==> src/read_mode_pkg.sv <==
/*
 * read_mode_pkg: constants for the sensor read-mode configuration block.
 * assumes a 16-bit register port addressed by register index, one core clock.
 */
package read_mode_pkg;
	timeunit 1ns;
	timeprecision 1ps;

	// ----------------------------------------------------------------
	// register map (register indices)
	// ----------------------------------------------------------------
	localparam logic [7:0] REG_READ_MODE_CTX_B = 8'h20; // context B read mode
	localparam logic [7:0] REG_READ_MODE_CTX_A = 8'h21; // context A read mode

	// ----------------------------------------------------------------
	// field positions
	// ----------------------------------------------------------------
	localparam int BIT_BINNING     = 15;
	localparam int BIT_ZOOM_EN     = 13;
	localparam int BIT_ZOOM_HI     = 12;
	localparam int BIT_ZOOM_LO     = 11;
	localparam int BIT_ONE_ADC     = 10;
	localparam int BIT_SHOW_BORDER = 9;
	localparam int BIT_OVERSIZE    = 8;
	localparam int BIT_COL_SKIP_EN = 7;
	localparam int BIT_COL_SKIP_HI = 6;
	localparam int BIT_COL_SKIP_LO = 5;
	localparam int BIT_ROW_SKIP_EN = 4;
	localparam int BIT_ROW_SKIP_HI = 3;
	localparam int BIT_ROW_SKIP_LO = 2;
	localparam int BIT_MIRROR_COL  = 1;
	localparam int BIT_MIRROR_ROW  = 0;

	// ----------------------------------------------------------------
	// reset values and writable masks
	// ----------------------------------------------------------------
	localparam logic [15:0] RST_CTX_B  = 16'h0000;
	localparam logic [15:0] RST_CTX_A  = 16'h8490; // binning, one adc, col/row skip en
	localparam logic [15:0] MASK_CTX_B = 16'hBFFF; // bit 14 reserved
	localparam logic [15:0] MASK_CTX_A = 16'h84FF; // A has no zoom/border fields

	// ----------------------------------------------------------------
	// geometry constants
	// ----------------------------------------------------------------
	localparam logic [3:0] BORDER_EXTRA = 4'h8; // rows and columns added by border
	localparam logic [3:0] BORDER_WIDTH = 4'h4; // border pixels on each side of the array

endpackage : read_mode_pkg

==> src/skip_factor_decode.sv <==
/*
 * skip_factor_decode: turns an enable bit and a two-bit code into a factor.
 * assumes code 00..11 maps to 2, 4, 8, 16; disabled gives factor 1.
 */
module skip_factor_decode (
	// code in
	input  wire logic       i_enable,
	input  wire logic [1:0] i_code,
	// factor out, one-hot power of two
	output logic      [4:0] o_factor
);
	timeunit 1ns;
	timeprecision 1ps;

	// ----------------------------------------------------------------
	// decode
	// ----------------------------------------------------------------
	// shift of one by code plus one; factor 1 means normal readout
	assign o_factor = i_enable ? (5'h02 << i_code) : 5'h01;

endmodule : skip_factor_decode

==> src/sensor_read_mode_control.sv <==
/*
 * sensor_read_mode_control: holds two read-mode contexts and produces the
 * effective readout settings plus line and frame geometry adjustments.
 * assumes register writes arrive synchronous to i_core_clk and a frame-start
 * pulse is supplied by the readout timing generator.
 */

module sensor_read_mode_control
	import read_mode_pkg::*;
#(
	parameter int ADDR_W = 11 // window start/size width
) (
	// clock and reset
	input  wire logic              i_core_clk,
	input  wire logic              i_rst,
	// register port
	input  wire logic [7:0]        i_reg_addr,
	input  wire logic              i_reg_wr,
	input  wire logic [15:0]       i_reg_wdata,
	output logic      [15:0]       o_reg_rdata,
	// context select and frame timing
	input  wire logic              i_read_context_select,
	input  wire logic              i_frame_start,
	// window geometry
	input  wire logic [ADDR_W-1:0] i_col_start,
	input  wire logic [ADDR_W-1:0] i_col_size,
	input  wire logic [ADDR_W-1:0] i_row_start,
	input  wire logic [ADDR_W-1:0] i_row_size,
	// effective readout settings
	output logic                   o_binning,
	output logic                   o_one_adc,
	output logic                   o_pixclk_half,
	output logic      [4:0]        o_zoom_factor,
	output logic      [4:0]        o_zoom_blank_rows,
	output logic      [4:0]        o_col_skip,
	output logic      [4:0]        o_row_skip,
	output logic      [ADDR_W-1:0] o_col_first,
	output logic      [ADDR_W-1:0] o_col_last,
	output logic                   o_col_dir_down,
	output logic      [ADDR_W-1:0] o_row_first,
	output logic      [ADDR_W-1:0] o_row_last,
	output logic                   o_row_dir_down,
	// border geometry adjustments
	output logic                   o_border_on,
	output logic      [3:0]        o_border_width,
	output logic      [3:0]        o_extra_valid_rows,
	output logic      [3:0]        o_extra_valid_cols,
	output logic      [3:0]        o_extra_vblank_rows,
	output logic      [3:0]        o_extra_hblank_cols
);
	timeunit 1ns;
	timeprecision 1ps;

	// ----------------------------------------------------------------
	// register storage
	// ----------------------------------------------------------------
	logic [15:0] ctx_a_q;      // software view of context A
	logic [15:0] ctx_b_q;      // software view of context B
	logic [15:0] act_a_q;      // frame-synced copy of context A
	logic [15:0] act_b_q;      // frame-synced copy of context B
	logic        sel_q;        // frame-synced context select

	// ----------------------------------------------------------------
	// address decode
	// ----------------------------------------------------------------
	wire hit_a = i_reg_addr == REG_READ_MODE_CTX_A;
	wire hit_b = i_reg_addr == REG_READ_MODE_CTX_B;
	wire wr_a  = i_reg_wr && hit_a;
	wire wr_b  = i_reg_wr && hit_b;

	// unmapped indices read zero; reserved bits read zero via the masks
	assign o_reg_rdata = hit_a ? ctx_a_q :
	                     hit_b ? ctx_b_q : 16'h0000;

	// ----------------------------------------------------------------
	// software registers
	// ----------------------------------------------------------------
	// written values are stored at once so software reads back immediately
	always_ff @(posedge i_core_clk or posedge i_rst) begin
		if (i_rst) begin
			ctx_a_q <= RST_CTX_A;
			ctx_b_q <= RST_CTX_B;
		end else begin
			if (wr_a) begin
				ctx_a_q <= i_reg_wdata & MASK_CTX_A;
			end
			if (wr_b) begin
				ctx_b_q <= i_reg_wdata & MASK_CTX_B;
			end
		end
	end

	// ----------------------------------------------------------------
	// frame-synchronised shadow copies
	// ----------------------------------------------------------------
	// shadows only move at frame start so no shadowed setting changes mid-frame;
	// a write in the frame-start cycle is taken into the shadow directly
	wire [15:0] next_a = wr_a ? (i_reg_wdata & MASK_CTX_A) : ctx_a_q;
	wire [15:0] next_b = wr_b ? (i_reg_wdata & MASK_CTX_B) : ctx_b_q;

	always_ff @(posedge i_core_clk or posedge i_rst) begin
		if (i_rst) begin
			act_a_q <= RST_CTX_A;
			act_b_q <= RST_CTX_B;
			sel_q   <= 1'b0;
		end else if (i_frame_start) begin
			act_a_q <= next_a;
			act_b_q <= next_b;
			sel_q   <= i_read_context_select;
		end
	end

	// ----------------------------------------------------------------
	// context selection
	// ----------------------------------------------------------------
	wire [15:0] act = sel_q ? act_b_q : act_a_q;

	// zoom, border and mirrors are taken only from context B's word
	wire zoom_en    = act_b_q[BIT_ZOOM_EN];
	wire [1:0] zoom_code = act_b_q[BIT_ZOOM_HI:BIT_ZOOM_LO];
	wire oversize   = act_b_q[BIT_OVERSIZE];
	// show-border is not frame-synced: use the live software bit
	wire show_bdr   = ctx_b_q[BIT_SHOW_BORDER];
	wire mirror_col = act_b_q[BIT_MIRROR_COL];
	wire mirror_row = act_b_q[BIT_MIRROR_ROW];

	// skip fields: context A's enables and codes are stored, but its codes are
	// forced to zero here, so context A skips at the smallest factor when enabled
	wire       cskip_en   = act[BIT_COL_SKIP_EN];
	wire [1:0] cskip_code = sel_q ? act[BIT_COL_SKIP_HI:BIT_COL_SKIP_LO] : 2'h0;
	wire       rskip_en   = act[BIT_ROW_SKIP_EN];
	wire [1:0] rskip_code = sel_q ? act[BIT_ROW_SKIP_HI:BIT_ROW_SKIP_LO] : 2'h0;

	// ----------------------------------------------------------------
	// factor decoders
	// ----------------------------------------------------------------
	logic [4:0] zoom_f;   // zoom factor
	logic [4:0] cskip_f;  // column skip factor
	logic [4:0] rskip_f;  // row skip factor

	skip_factor_decode u_zoom_dec (
		.i_enable (zoom_en),
		.i_code   (zoom_code),
		.o_factor (zoom_f)
	);

	skip_factor_decode u_cskip_dec (
		.i_enable (cskip_en),
		.i_code   (cskip_code),
		.o_factor (cskip_f)
	);

	skip_factor_decode u_rskip_dec (
		.i_enable (rskip_en),
		.i_code   (rskip_code),
		.o_factor (rskip_f)
	);

	// ----------------------------------------------------------------
	// mirror address ranges
	// ----------------------------------------------------------------
	wire [ADDR_W-1:0] col_end  = i_col_start + i_col_size;
	wire [ADDR_W-1:0] row_end  = i_row_start + i_row_size;
	wire [ADDR_W-1:0] col_fst  = mirror_col ? col_end : i_col_start;
	wire [ADDR_W-1:0] col_lst  = mirror_col ? ADDR_W'(i_col_start + 1'b1)
	                                        : ADDR_W'(col_end - 1'b1);
	wire [ADDR_W-1:0] row_fst  = mirror_row ? row_end : i_row_start;
	wire [ADDR_W-1:0] row_lst  = mirror_row ? ADDR_W'(i_row_start + 1'b1)
	                                        : ADDR_W'(row_end - 1'b1);

	// ----------------------------------------------------------------
	// border geometry
	// ----------------------------------------------------------------
	// the border is added around the array whatever skip/zoom/mirror say
	wire [3:0] bdr_add  = oversize ? BORDER_EXTRA : 4'h0;
	wire [3:0] vld_add  = show_bdr ? bdr_add : 4'h0;
	wire [3:0] blk_add  = show_bdr ? 4'h0 : bdr_add;

	// ----------------------------------------------------------------
	// output registers
	// ----------------------------------------------------------------
	// all outputs except o_reg_rdata come from flops, so they lag the sources by a cycle
	always_ff @(posedge i_core_clk or posedge i_rst) begin
		if (i_rst) begin
			o_binning           <= 1'b0;
			o_one_adc           <= 1'b0;
			o_pixclk_half       <= 1'b0;
			o_zoom_factor       <= 5'h01;
			o_zoom_blank_rows   <= 5'h00;
			o_col_skip          <= 5'h01;
			o_row_skip          <= 5'h01;
			o_col_first         <= '0;
			o_col_last          <= '0;
			o_col_dir_down      <= 1'b0;
			o_row_first         <= '0;
			o_row_last          <= '0;
			o_row_dir_down      <= 1'b0;
			o_border_on         <= 1'b0;
			o_border_width      <= 4'h0;
			o_extra_valid_rows  <= 4'h0;
			o_extra_valid_cols  <= 4'h0;
			o_extra_vblank_rows <= 4'h0;
			o_extra_hblank_cols <= 4'h0;
		end else begin
			// binning is a context A setting only
			o_binning           <= ~sel_q & act_a_q[BIT_BINNING];
			o_one_adc           <= act[BIT_ONE_ADC];
			o_pixclk_half       <= act[BIT_ONE_ADC];
			o_zoom_factor       <= zoom_f;
			o_zoom_blank_rows   <= 5'(zoom_f - 5'h01);
			o_col_skip          <= cskip_f;
			o_row_skip          <= rskip_f;
			o_col_first         <= col_fst;
			o_col_last          <= col_lst;
			o_col_dir_down      <= mirror_col;
			o_row_first         <= row_fst;
			o_row_last          <= row_lst;
			o_row_dir_down      <= mirror_row;
			o_border_on         <= oversize;
			o_border_width      <= oversize ? BORDER_WIDTH : 4'h0;
			o_extra_valid_rows  <= vld_add;
			o_extra_valid_cols  <= vld_add;
			o_extra_vblank_rows <= blk_add;
			o_extra_hblank_cols <= blk_add;
		end
	end

endmodule : sensor_read_mode_control

==> config.mk <==
export PLATFORM = sky130hd
export DESIGN_NAME = sensor_read_mode_control
export DESIGN_NICKNAME = d
export VERILOG_FILES = /design/src/read_mode_pkg.sv /design/src/skip_factor_decode.sv /design/src/sensor_read_mode_control.sv
export SDC_FILE = /design/constraint.sdc
export NUM_CORES = 1
export LEC_CHECK = 0
export BUFFER_PORTS_ARGS = -buffer_cell sky130_fd_sc_hd__buf_2
export CAP_MARGIN = 25
export CORE_ASPECT_RATIO = 0.75
export CORE_UTILIZATION = 30
export DETAILED_ROUTE_END_ITERATION = 8
export HOLD_SLACK_MARGIN = 0.03
export SLEW_MARGIN = 25
export SYNTH_ARGS = -nofsm -noshare
export SYNTH_HDL_FRONTEND = slang
export SYNTH_HIERARCHICAL = 1
export SYNTH_SLANG_ARGS = --single-unit
export TNS_END_PERCENT = 10
==> constraint.sdc <==
create_clock -name i_core_clk -period 4 [get_ports i_core_clk]
set_input_delay 0.2 -clock i_core_clk [delete_from_list [all_inputs] [get_ports i_core_clk]]
set_output_delay 0.2 -clock i_core_clk [all_outputs]
set_load 0.02 [all_outputs]
Word-level counts from Yosys, hierarchy flattened
Index checks and enable logic that the tools add are counted.
- input port bits: 73
- register bits after elaboration: 143
- output and inout bits: 106
- mux-type cells: 18
- bitwise operators: 2
- add/subtract/negate cells: 7
- reductions and logical operators: 2
- shift-type cells: 3
- equality and inequality tests: 2
- operators with widths (cell ; number):
    16-bit 2-to-1 mux ; 4
    11-bit 2-to-1 mux ; 5
    11-bit by 1-bit adder with 11-bit output (second input constant) ; 2
    11-bit adder ; 2
    11-bit by 1-bit subtractor with 11-bit output (second input constant) ; 2
    8-bit by 6-bit == test with 1-bit output (second input constant) ; 2
    5-bit 2-to-1 mux ; 3
    2-bit by 2-bit left shift with 5-bit output (first input constant) ; 3
    4-bit 2-to-1 mux ; 3
    5-bit by 1-bit subtractor with 5-bit output (second input constant) ; 1
    2-bit 2-to-1 mux ; 2
    3-bit 2-to-1 mux ; 1
    1-bit logical AND ; 2
    1-bit bitwise AND ; 1
    1-bit inverter ; 1

Depth between registers and ports, before layout
Gate-level depths: netlist of the first run.
- depth after elaboration: 4
- gate-level depth with buffers: 10

Hierarchy
Netlist of the first run, hierarchy kept.
- modules (own cells, without submodules) (module ; seq. area each (um2) ; times used ; cells an instance ; area each (um2)):
    sensor_read_mode_control ; 3016.6 ; 1 ; 568 ; 6261.0
    skip_factor_decode ; 0.0 ; 3 ; 5 ; 41.3

Least setup slack after synthesis of the first run
OpenSTA, ideal clock, no wires.
- kind: input -> register
- start: in i_row_start[0]
- end: reg o_row_last[10]
- arrival: 2.710 ns
- data required time: 3.920 ns
- buffers on the path: 1
- stages: 10
- setup time: 0.080 ns
- setup slack: 1.210 ns
- cells stage by stage: ha_1 -> fa_1 -> a21o_1 -> a221oi_2 -> xnor2_1 -> or4_1 -> buf_2 -> o31a_1 -> o31ai_1 -> xnor2_1
- cells in the longest elaborated chain, start to end: 3
- elaborated cells between the ends (all ways): 4
- classes of those cells: 3 x add/sub; 1 x mux
- ends and longest elaborated chain (item ; line ; text):
    from (decl) ; sensor_read_mode_control.sv:27 ; input wire logic [ADDR_W-1:0] i_row_start,
    11-bit adder ; sensor_read_mode_control.sv:163 ; wire [ADDR_W-1:0] row_end = i_row_start + i_row_size;
    11-bit by 1-bit subtractor with 11-bit output ; sensor_read_mode_control.sv:169 ; : ADDR_W'(row_end - 1'b1);
    11-bit 2-to-1 mux (*) ; sensor_read_mode_control.sv:168 ; wire [ADDR_W-1:0] row_lst = mirror_row ? ADDR_W'(i_row_start + 1'b1)
    named net row_lst[10] ; sensor_read_mode_control.sv:168 ;
    to (signal assigned) ; sensor_read_mode_control.sv:217 ; o_row_last <= row_lst;
    to (decl) ; sensor_read_mode_control.sv:41 ; output logic [ADDR_W-1:0] o_row_last,
The timed path passes the listed nets; every way through them passes the cells marked *.
A chain may end at the register's enable or synchronous reset.

Final worst setup path of the first run
- start: in i_col_start[0]
- end: reg o_col_last[10]
- cells in the longest elaborated chain, start to end: 3
- elaborated cells between the ends (all ways): 4
- classes of those cells: 3 x add/sub; 1 x mux
- ends and longest elaborated chain (item ; line ; text):
    from (decl) ; sensor_read_mode_control.sv:25 ; input wire logic [ADDR_W-1:0] i_col_start,
    11-bit adder ; sensor_read_mode_control.sv:162 ; wire [ADDR_W-1:0] col_end = i_col_start + i_col_size;
    11-bit by 1-bit subtractor with 11-bit output ; sensor_read_mode_control.sv:166 ; : ADDR_W'(col_end - 1'b1);
    11-bit 2-to-1 mux (*) ; sensor_read_mode_control.sv:165 ; wire [ADDR_W-1:0] col_lst = mirror_col ? ADDR_W'(i_col_start + 1'b1)
    named net col_lst[10] ; sensor_read_mode_control.sv:165 ;
    to (signal assigned) ; sensor_read_mode_control.sv:214 ; o_col_last <= col_lst;
    to (decl) ; sensor_read_mode_control.sv:38 ; output logic [ADDR_W-1:0] o_col_last,
Marks and branches as above.

==> results of run 1 <==
-- metrics by stage --
| stage | cell area, um^2 | power (mW) |
|---|---|---|
| 6_report | 8170 | 3.55 |
| 5_1_grt | 8170 | 3.74 |
| 4_1_cts | 8170 | 3.60 |
| 3_5_place_dp | 7430 | 2.08 |
| 3_3_place_gp | 7430 | 2.07 |
| 2_1_floorplan | 6440 | 1.86 |
-- cells by family (layout without fill, tap and decap cells) --
logic type               Yosys count  count (layout)  synth area share (%)
AO/OA/AOI/OAI                     71              71                  7.74
XOR/XNOR                          44              44                  6.04
adder cells (fa/ha/maj)           27              27                  5.53
buffers and inverters             56             235                  4.49
flip-flops                       120             120                  47.2
multiplexers                      85              85                  14.6
other                              1              15                0.0587
AND/OR/NAND/NOR                  179             179                  14.3
-- state kept, by name, summed over array words and instances, names as in the netlist, 5 cells and up, named ones only --
| signal | cells |
|---|---|
| act_b_q | 13 |
| ctx_a_q | 14 |
| ctx_b_q | 14 |
| o_col_first | 11 |
| o_col_last | 11 |
| o_col_skip | 5 |
| o_row_first | 11 |
| o_row_last | 11 |
| o_row_skip | 5 |
| o_zoom_blank_rows | 5 |
| o_zoom_factor | 5 |
-- layer usage --
| layer | GRT usage (%) | part of all wire (%) |
|---|---|---|
| met5 | 0 | 0 |
| met4 | 4.19 | 1.0 |
| met3 | 4.12 | 6.5 |
| met2 | 21.1 | 42 |
| met1 | 20.5 | 51 |
-- cell type report --
| cell class | instances | area [um^2] |
|---|---|---|
| fillers | 2033 | 12400 |
| clock inverters | 15 | 151 |
| multi-input cells | 421 | 3130 |
| flip-flops and latches | 120 | 3020 |
| repair buffers | 183 | 1010 |
| well taps | 282 | 353 |
| clock buffers | 17 | 425 |
| inverters | 20 | 77.6 |
-- where the power goes --
group          internal (mW)  switching, mW  leakage [nW]
Sequential              1.32         0.0394          1.52
Combinational          0.275          0.433          2.19
Clock                  0.832          0.652         0.280
Total                   2.42           1.12          4.00
-- synthesized netlist by cell type, types with 4 or more instances --
cell type	n
and2_1	12
o21ai_0	20
nor3_1	13
o2111ai_1	4
dfrtp_1	109
nand4_1	7
and3b_1	6
and3_1	5
mux2i_1	21
ha_1	25
nand2_1	37
a21oi_1	9
inv_1	20
o21a_1	5
nor4_1	5
xor2_1	18
nand3_1	15
clkbuf_1	14
mux2_2	64
xnor2_1	26
nor2_1	54
buf_4	20
o211ai_1	4
dfstp_2	11
a21o_1	4
-- critical path: stages --
cell,delay [ps]
dlygate4sd3_1,530
buf_2,150
ha_1,240
fa_1,440
a211oi_1,330
o21ba_2,200
o22ai_1,130
nor4b_1,670
nand4_1,280
mux2i_1,220
o2111ai_1,120
-- how the worst min path moves through the flow --
stage / end / depth (start not counted)
2_1_floorplan: o_row_first[10] / 1
3_3_place_gp: o_row_last[1] / 2
3_5_place_dp: o_row_last[1] / 2
4_1_cts: ctx_b_q[11] / 2
5_1_grt: ctx_b_q[11] / 2
6_report: ctx_b_q[11] / 2
-- cell usage in the layout, fill, tap and decap left out, types with 4 or more instances in the layout --
| cell | instances |
|---|---|
| dfstp_2 | 11 |
| dfrtp_1 | 109 |
| xnor2_1 | 26 |
| and3b_1 | 6 |
| nand3_1 | 15 |
| nor4_1 | 5 |
| o2111ai_1 | 4 |
| inv_1 | 19 |
| clkbuf_16 | 17 |
| inv_6 | 5 |
| a21oi_1 | 9 |
| nand4_1 | 7 |
| nor2_1 | 54 |
| o21a_1 | 5 |
| ha_1 | 25 |
| o21ai_0 | 20 |
| mux2_2 | 64 |
| and3_1 | 5 |
| dlygate4sd3_1 | 16 |
| nor3_1 | 13 |
| and2_1 | 12 |
| conb_1 | 15 |
| nand2_1 | 37 |
| a21o_1 | 4 |
| o211ai_1 | 4 |
| inv_8 | 6 |
| xor2_1 | 18 |
| mux2i_1 | 21 |
| buf_2 | 162 |
| buf_4 | 5 |
-- what timing repair did --
item	4_1_cts	5_1_grt
endpoints found under the hold margin	64	0
hold buffers	16	0
buffers inserted	0	0
==> impl_metrics.env, run 1 <==
export IMPL_path_class="in -> reg"
export IMPL_core_um2=20600
export IMPL_cts_tree="built"
export IMPL_synthToLayoutAreaGrowth_pct=27.9
export IMPL_endpoint_kind="register"
export IMPL_finalClockSkew_ps=7.49
export IMPL_cts_buffer_depth=2
export IMPL_num_rows=45
export IMPL_yosysUniqueCellTypes=60
export IMPL_dpl_hpwl_um=11200
export IMPL_r2r_cells=2
export IMPL_ys_seq_area_share_pct=47.2
export IMPL_die_area_um2=21900
export IMPL_setup_tns_final_ps=0
export IMPL_power_leakage_nw=4.00
export IMPL_irDropWorstVdd_mv=0.257
export IMPL_startpoint="i_col_start[0]"
export IMPL_overflow=0
export IMPL_antennaDiodeCount=0
export IMPL_initial_utilization_pct=31.1
export IMPL_insertion_delay_ps=420
export IMPL_final_min_clock_period_ps=3230
export IMPL_cts_resized_gates=0
export IMPL_reg2reg_slack_ps=2420
export IMPL_drive_above_1_share_pct=37.2
export IMPL_clock_sinks=120
export IMPL_worstMarginPinSlew_ps=857
export IMPL_setup_slack_ps=770
export IMPL_synth_edff_count=0
export IMPL_firstDrtPassIters=4
export IMPL_syn_inst=583
export IMPL_globalRouteTotalUtil_pct=14.4
export IMPL_synth_seq_cells=120
export IMPL_port_buffers=162
export IMPL_wl_per_cell_um=14.2
export IMPL_die_h_um=128
export IMPL_cp_required_ps=4290
export IMPL_final_util_pct=39.7
export IMPL_num_vias=4809
export IMPL_slew_headroom_pct=42.7
export IMPL_grt_pass1_vias=4613
export IMPL_grt_max_degree=50
export IMPL_place_inst=1010
export IMPL_worstHoldPathType="in -> reg"
export IMPL_fp_dieW_um=170
export IMPL_startpoint_type="primary input"
export IMPL_place_ws_ps=887
export IMPL_crit_path_end="o_col_last[10]"
export IMPL_netlist_area_um2=6380
export IMPL_fmaxAchievable_ghz=0.310
export IMPL_critPathArrivalTime_ps=3520
export IMPL_viasPerCell=4.55
export IMPL_hold_ws_ps=49.0
export IMPL_r2r_start="act_b_q[0]"
export IMPL_cts_buffers=17
export IMPL_r2r_end="o_row_first[8]"
export IMPL_drv_cap=0
export IMPL_slew_viol_final=0
export IMPL_hp_start="i_reg_wdata[11]"
export IMPL_hold_viol_final=0
export IMPL_avgSynthCellArea_um2=11.0
export IMPL_path_max_fanout=5
export IMPL_synthTopCellsByArea="dfrtp_1, mux2_2, ha_1"
export IMPL_clkTransAtPathRegs_ps=60
export IMPL_antenna_found_initial=0
export IMPL_gp_congestion=0.856
export IMPL_synth_largest_area_cell="dfrtp_1"
export IMPL_root_buffer="clkbuf_16"
export IMPL_status="finished, final reports clean"
export IMPL_drtIter0Drc=302
export IMPL_nNetsFinal=863
export IMPL_instances_no_fill=1058
export IMPL_power_density_nw_per_um2=435
export IMPL_io_pins=179
export IMPL_grt_setup_unrepaired="false"
export IMPL_h_tree_depth=4
export IMPL_final_antenna_net_count=0
export IMPL_netlist_area_leader_share_pct=42.7
export IMPL_timing_final_crit_share_pct=80.8
export IMPL_route_detailed_drc=0
export IMPL_grt_pass1_wl_um=24100
export IMPL_finalSetupViolations=0
export IMPL_wirelength_um=15000
export IMPL_ys_flop_type="dfrtp_1"
export IMPL_yosysWarnings=6
export IMPL_async_reset_ff_share_pct=100
(Power assumes the default switching activity.)
==> run 2: changes to the inputs <==
clock period = 3 ns   (was 4 ns; I/O delays follow)
==> run 2 against run 1 <==
Net effect:
- sequential power increased by 33%
- critical path depth rose by 1
- clock skew barely moved
- via count increased by 1.9%
- global-route usage is 0.34 points higher
- critical endpoint is now o_col_last[9]
==> impl_metrics.env, run 2 (synthesis gave the netlist of run 1 again) <==
export IMPL_p_int_mw=3.36
export IMPL_finalClockSkew_ps=7.68
export IMPL_port_buffers=162
export IMPL_r2r_end="o_row_skip[4]"
export IMPL_critPathArrivalTime_ps=3150
export IMPL_timing_final_crit_share_pct=95.2
export IMPL_wirelength_um=15400
export IMPL_place_area_um2=7580
export IMPL_power_mw=4.89
export IMPL_startpoint="i_col_start[0]"
export IMPL_slew_viol_final=0
export IMPL_synthToLayoutAreaGrowth_pct=32.5
export IMPL_num_rows=45
export IMPL_cts_setup_buffers=0
export IMPL_worstMarginPinSlew_ps=865
export IMPL_hold_ws_ps=53.4
export IMPL_reg2reg_slack_ps=1680
export IMPL_gp_congestion=0.847
export IMPL_place_ws_ps=53.7
export IMPL_h_tree_depth=4
export IMPL_reg_top3="ctx_a_q x14, ctx_b_q x14, act_b_q x13"
export IMPL_crit_path_end="o_col_last[9]"
export IMPL_power_density_nw_per_um2=578
export IMPL_status="finished, final reports clean"
export IMPL_antenna_found_initial=0
export IMPL_register_area_um2=3020
export IMPL_clkPwrFrac_pct=42.4
export IMPL_final_min_clock_period_ps=2860
export IMPL_combPwrFrac_pct=20.5
export IMPL_setup_tns_final_ps=0
export IMPL_firstDrtPassIters=4
export IMPL_grt_setup_unrepaired="false"
export IMPL_layout_cells_most_common="buf_2"
export IMPL_clock_sinks=120
export IMPL_cp_required_ps=3300
export IMPL_startpoint_type="primary input"
export IMPL_die_h_um=128
export IMPL_path_max_fanout=5
export IMPL_fmaxAchievable_ghz=0.350
export IMPL_drtIter0Drc=248
export IMPL_root_buffer="clkbuf_16"
export IMPL_final_antenna_net_count=0
export IMPL_clkTransAtPathRegs_ps=60
export IMPL_setup_slack_ps=143
export IMPL_viasPerCell=4.52
export IMPL_initial_utilization_pct=31.1
export IMPL_core_um2=20600
export IMPL_antennaDiodeCount=0
export IMPL_r2r_start="sel_q"
export IMPL_final_area_um2=8460
export IMPL_power_leakage_nw=4.14
export IMPL_fill_cells=1992
export IMPL_power_frac_seq_pct=37.1
export IMPL_io_pins=179
export IMPL_grt_max_degree=44
export IMPL_drive_above_1_share_pct=39.4
export IMPL_layout_common_cells="buf_2, dfrtp_1, mux2_2"
export IMPL_num_vias=4899
export IMPL_drv_cap=0
export IMPL_p_sw_share_pct=31.2
export IMPL_cts_tree="built"
export IMPL_route_detailed_drc=0
export IMPL_insertion_delay_ps=410
export IMPL_switchingPower_mw=1.52
export IMPL_instances_no_fill=1085
export IMPL_irDropWorstVdd_mv=0.261
export IMPL_dpl_hpwl_um=11500
export IMPL_wl_per_cell_um=14.2
export IMPL_grt_pass1_wl_um=24900
export IMPL_worstHoldPathType="in -> reg"
export IMPL_slew_headroom_pct=42.2
export IMPL_final_util_pct=41.2
export IMPL_hold_viol_final=0
export IMPL_cts_buffer_depth=2
export IMPL_place_inst=1030
export IMPL_die_area_um2=21900
export IMPL_fp_dieW_um=170
export IMPL_globalRouteTotalUtil_pct=14.7
export IMPL_overflow=0
export IMPL_r2r_cells=2
export IMPL_endpoint_kind="register"
export IMPL_finalSetupViolations=0
export IMPL_grt_pass1_vias=4782
export IMPL_cts_buffers=17
export IMPL_multiInputGateArea_um2=3160
export IMPL_path_class="in -> reg"
export IMPL_nNetsFinal=890
==> run 2: cell count changes in the layout (fill, tap and decap cells not counted), sizes merged <==
cell         before  now
buf             167  188
dlygate4sd3      16   22
inv              31   29
bufinv            0    1
clkinvlp          2    3
==> run 2: worst min-delay path by stage <==
stage / from / end / cells past startpoint
2_1_floorplan: i_row_start[10] / o_row_first[10] / 1
3_3_place_gp: i_row_start[10] / o_row_last[10] / 2
5_1_grt: i_col_start[7] / o_col_first[7] / 2
4_1_cts: i_col_start[7] / o_col_first[7] / 2
3_5_place_dp: i_row_start[10] / o_row_last[10] / 2
6_report: i_col_start[7] / o_col_first[7] / 2
==> run 2: timing repair <==
item,in CTS,in global routing
gates resized for setup,0,5
setup endpoints to repair,0,2
hold endpoints to repair,65,0
hold buffers,22,0
==> run 2: critical path, stage by stage <==
cell and delay (ps):
dlygate4sd3_1 530, buf_2 150, ha_1 240, fa_1 480, a211oi_2 270, o21ba_2 180, o22ai_1 140, nor4_2 340
buf_4 170, nand3_1 90, xnor2_1 150, mux2_2 250
==> run 2: cell type report <==
type                    count  share of cell area (%)
clock buffers              17                    5.03
flip-flops and latches    120                    35.7
clock inverters            15                    2.07
inverters                  20                   0.932
multi-input cells         421                    37.4
repair buffers            210                    14.7
well taps                 282                    4.17
==> run 2: per-layer routing <==
| metal | global-route usage [%] | part of all wire, % |
|---|---|---|
| met1 | 20.7 | 50 |
| met2 | 22.4 | 43 |
| met3 | 4.21 | 6.0 |
| met4 | 3.18 | 0.58 |
| met5 | 0 | 0 |
==> run 2: power by group through the flow <==
| stage | Clock [mW] | Sequential [mW] | Combinational (mW) |
|---|---|---|---|
| 2_1_floorplan | 0 | 1.96 | 0.518 |
| 3_3_place_gp | 0 | 1.84 | 0.965 |
| 3_5_place_dp | 0 | 1.84 | 0.972 |
| 4_1_cts | 2.12 | 1.82 | 0.998 |
| 5_1_grt | 2.20 | 1.83 | 1.11 |
| 6_report | 2.07 | 1.81 | 1.00 |
==> run 3: changes to the inputs <==
PLACE_DENSITY_LB_ADDON = 0.05   (was unset)
==> run 3 against run 2 <==
Net effect:
- combinational power about the same
- register-to-register slack worse by 350 ps
- setup slack better by 42 ps
- highest routed layer unchanged
- critical path depth stayed put
- hold slack got worse by 0.52 ps
- final area about the same
- final cell count is 0.18% lower
- critical endpoint is now o_col_last[10]
==> impl_metrics.env, run 3 (synthesis gave the netlist of run 1 again) <==
export IMPL_status="finished, final reports clean"
export IMPL_antenna_found_initial=0
export IMPL_slew_viol_final=0
export IMPL_switchingPower_mw=1.49
export IMPL_crit_family="buffers and inverters"
export IMPL_io_pins=179
export IMPL_hp_start="i_col_start[2]"
export IMPL_finalSetupViolations=0
export IMPL_combPwrFrac_pct=20.2
export IMPL_timing_final_crit_share_pct=93.9
export IMPL_crit_slowest_cell="dlygate4sd3_1"
export IMPL_nNetsFinal=888
export IMPL_grt_pass1_wl_um=25800
export IMPL_critPathMaxStageDelay_ps=530
export IMPL_clock_sinks=120
export IMPL_r2r_end="o_col_last[10]"
export IMPL_critPathArrivalTime_ps=3090
export IMPL_p_int_mw=3.51
export IMPL_num_rows=45
export IMPL_h_tree_depth=4
export IMPL_gp_congestion=0.800
export IMPL_route_detailed_drc=0
export IMPL_layout_common_cells="buf_2, dfrtp_1, mux2_2"
export IMPL_path_cells="dlygate4sd3_1 -> buf_2 -> ha_1 -> fa_2 -> a211oi_2 -> o21ba_2 -> o22ai_1 -> nor4b_2 -> buf_4 -> nand4_1 -> mux2i_1 -> o2111ai_1"
export IMPL_synthToLayoutAreaGrowth_pct=32.6
export IMPL_wl_per_cell_um=15.0
export IMPL_insertion_delay_ps=410
export IMPL_cts_buffers=17
export IMPL_die_area_um2=21900
export IMPL_path_max_fanout=5
export IMPL_hold_ws_ps=52.9
export IMPL_num_vias=4958
export IMPL_root_buffer="clkbuf_16"
export IMPL_power_density_nw_per_um2=590
export IMPL_overflow=0
export IMPL_reg_top3="ctx_a_q x14, ctx_b_q x14, act_b_q x13"
export IMPL_hold_viol_final=0
export IMPL_antennaDiodeCount=0
export IMPL_power_frac_seq_pct=36.1
export IMPL_p_sw_share_pct=29.8
export IMPL_reg2reg_slack_ps=1330
export IMPL_wirelength_um=16200
export IMPL_drive_above_1_share_pct=38.8
export IMPL_layout_cells_most_common="buf_2"
export IMPL_worstMarginPinSlew_ps=599
export IMPL_grt_setup_unrepaired="false"
export IMPL_path_class="in -> reg"
export IMPL_endpoint_kind="register"
export IMPL_viasPerCell=4.58
export IMPL_worstHoldPathType="in -> reg"
export IMPL_grt_pass1_vias=4838
export IMPL_fp_dieW_um=170
export IMPL_clkTransAtPathRegs_ps=60
export IMPL_irDropWorstVdd_mv=0.311
export IMPL_firstDrtPassIters=4
export IMPL_register_area_um2=3020
export IMPL_cts_buffer_depth=2
export IMPL_port_buffers=162
export IMPL_multiInputGateArea_um2=3160
export IMPL_drtIter0Drc=220
export IMPL_core_um2=20600
export IMPL_hold_path_end="o_col_first[2]"
export IMPL_cp_num_buf_inv=3
export IMPL_fill_cells=2052
export IMPL_die_h_um=128
export IMPL_final_min_clock_period_ps=2820
export IMPL_fmaxAchievable_ghz=0.355
export IMPL_startpoint_type="primary input"
export IMPL_final_area_um2=8470
export IMPL_power_leakage_nw=4.14
export IMPL_r2r_start="act_b_q[1]"
export IMPL_dpl_hpwl_um=11900
export IMPL_finalClockSkew_ps=8.05
export IMPL_grt_max_degree=67
export IMPL_whs_path_depth=3
export IMPL_clkPwrFrac_pct=43.7
export IMPL_initial_utilization_pct=31.1
export IMPL_cp_required_ps=3270
export IMPL_globalRouteTotalUtil_pct=15.5
export IMPL_final_antenna_net_count=0
export IMPL_cts_setup_buffers=0
export IMPL_drv_cap=0
export IMPL_place_area_um2=7570
export IMPL_r2r_cells=7
export IMPL_cts_tree="built"
export IMPL_slew_headroom_pct=59.1
run 3: worst max-delay path by stage:
| stage | from | endpoint | depth (start not counted) |
|---|---|---|---|
| 5_1_grt | i_col_start[0] | o_col_last[10] | 12 |
| 3_5_place_dp | i_row_start[0] | o_row_last[10] | 10 |
| 2_1_floorplan | i_row_start[0] | o_row_last[10] | 10 |
| 4_1_cts | i_col_start[0] | o_col_last[10] | 12 |
| 6_report | i_col_start[0] | o_col_last[10] | 12 |
| 3_3_place_gp | i_row_start[0] | o_row_last[10] | 10 |
run 3: per-layer routing:
metal	up-vias	global-route usage [%]	wire length (um)	share of wire, %
li1	2451	-	-	-
met1	2344	22.4	8310	51
met2	151	23.0	6930	43
met3	12	4.00	864	5.3
met4	0	4.03	131	0.81
met5	-	0	0	0
run 3: cell type report:
| type | instances | share of cell area [%] |
|---|---|---|
| Timing Repair Buffer | 208 | 14.5 |
| Tap cell | 282 | 4.17 |
| Clock inverter | 15 | 2.42 |
| Inverter | 20 | 0.931 |
| Sequential cell | 120 | 35.6 |
| Clock buffer | 17 | 5.02 |
| Multi-Input combinational cell | 421 | 37.3 |
run 3: worst register-to-register path: stages, from the launching register on:
cell and delay (ps):
dfrtp_1 320, buf_4 340, nand3_1 130, or2_2 320
nand2_1 100, nor2_1 40, mux2i_1 160, o2111ai_1 130
run 3: through the flow:
step	setup WS (ps)	cells	total power, mW	util (%)	TNS (ps)
finish	184	1083	5.00	41.2	0
global route	36.7	1083	5.27	41.2	0
CTS	41.4	1083	5.09	41.1	0
detailed placement	-11.9	1027	2.82	36.8	-11.9
global placement	22.3	1027	2.81	36.8	0
floorplan	260	597	2.48	-	0
run 3: power by group through the flow:
stage                     Clock [mW]  Sequential [mW]  Combinational, mW
final                           2.18             1.80               1.01
after global routing            2.34             1.82               1.12
after CTS                       2.26             1.81               1.02
after detailed placement           0             1.83              0.989
after global placement             0             1.83              0.978
after floorplan                    0             1.96              0.518
run 3: repair_timing:
item | in CTS | in global routing
gates resized for setup | 0 | 6
endpoints found under the hold margin | 45 | 0
hold buffers | 24 | 0
setup endpoints to repair | 0 | 2
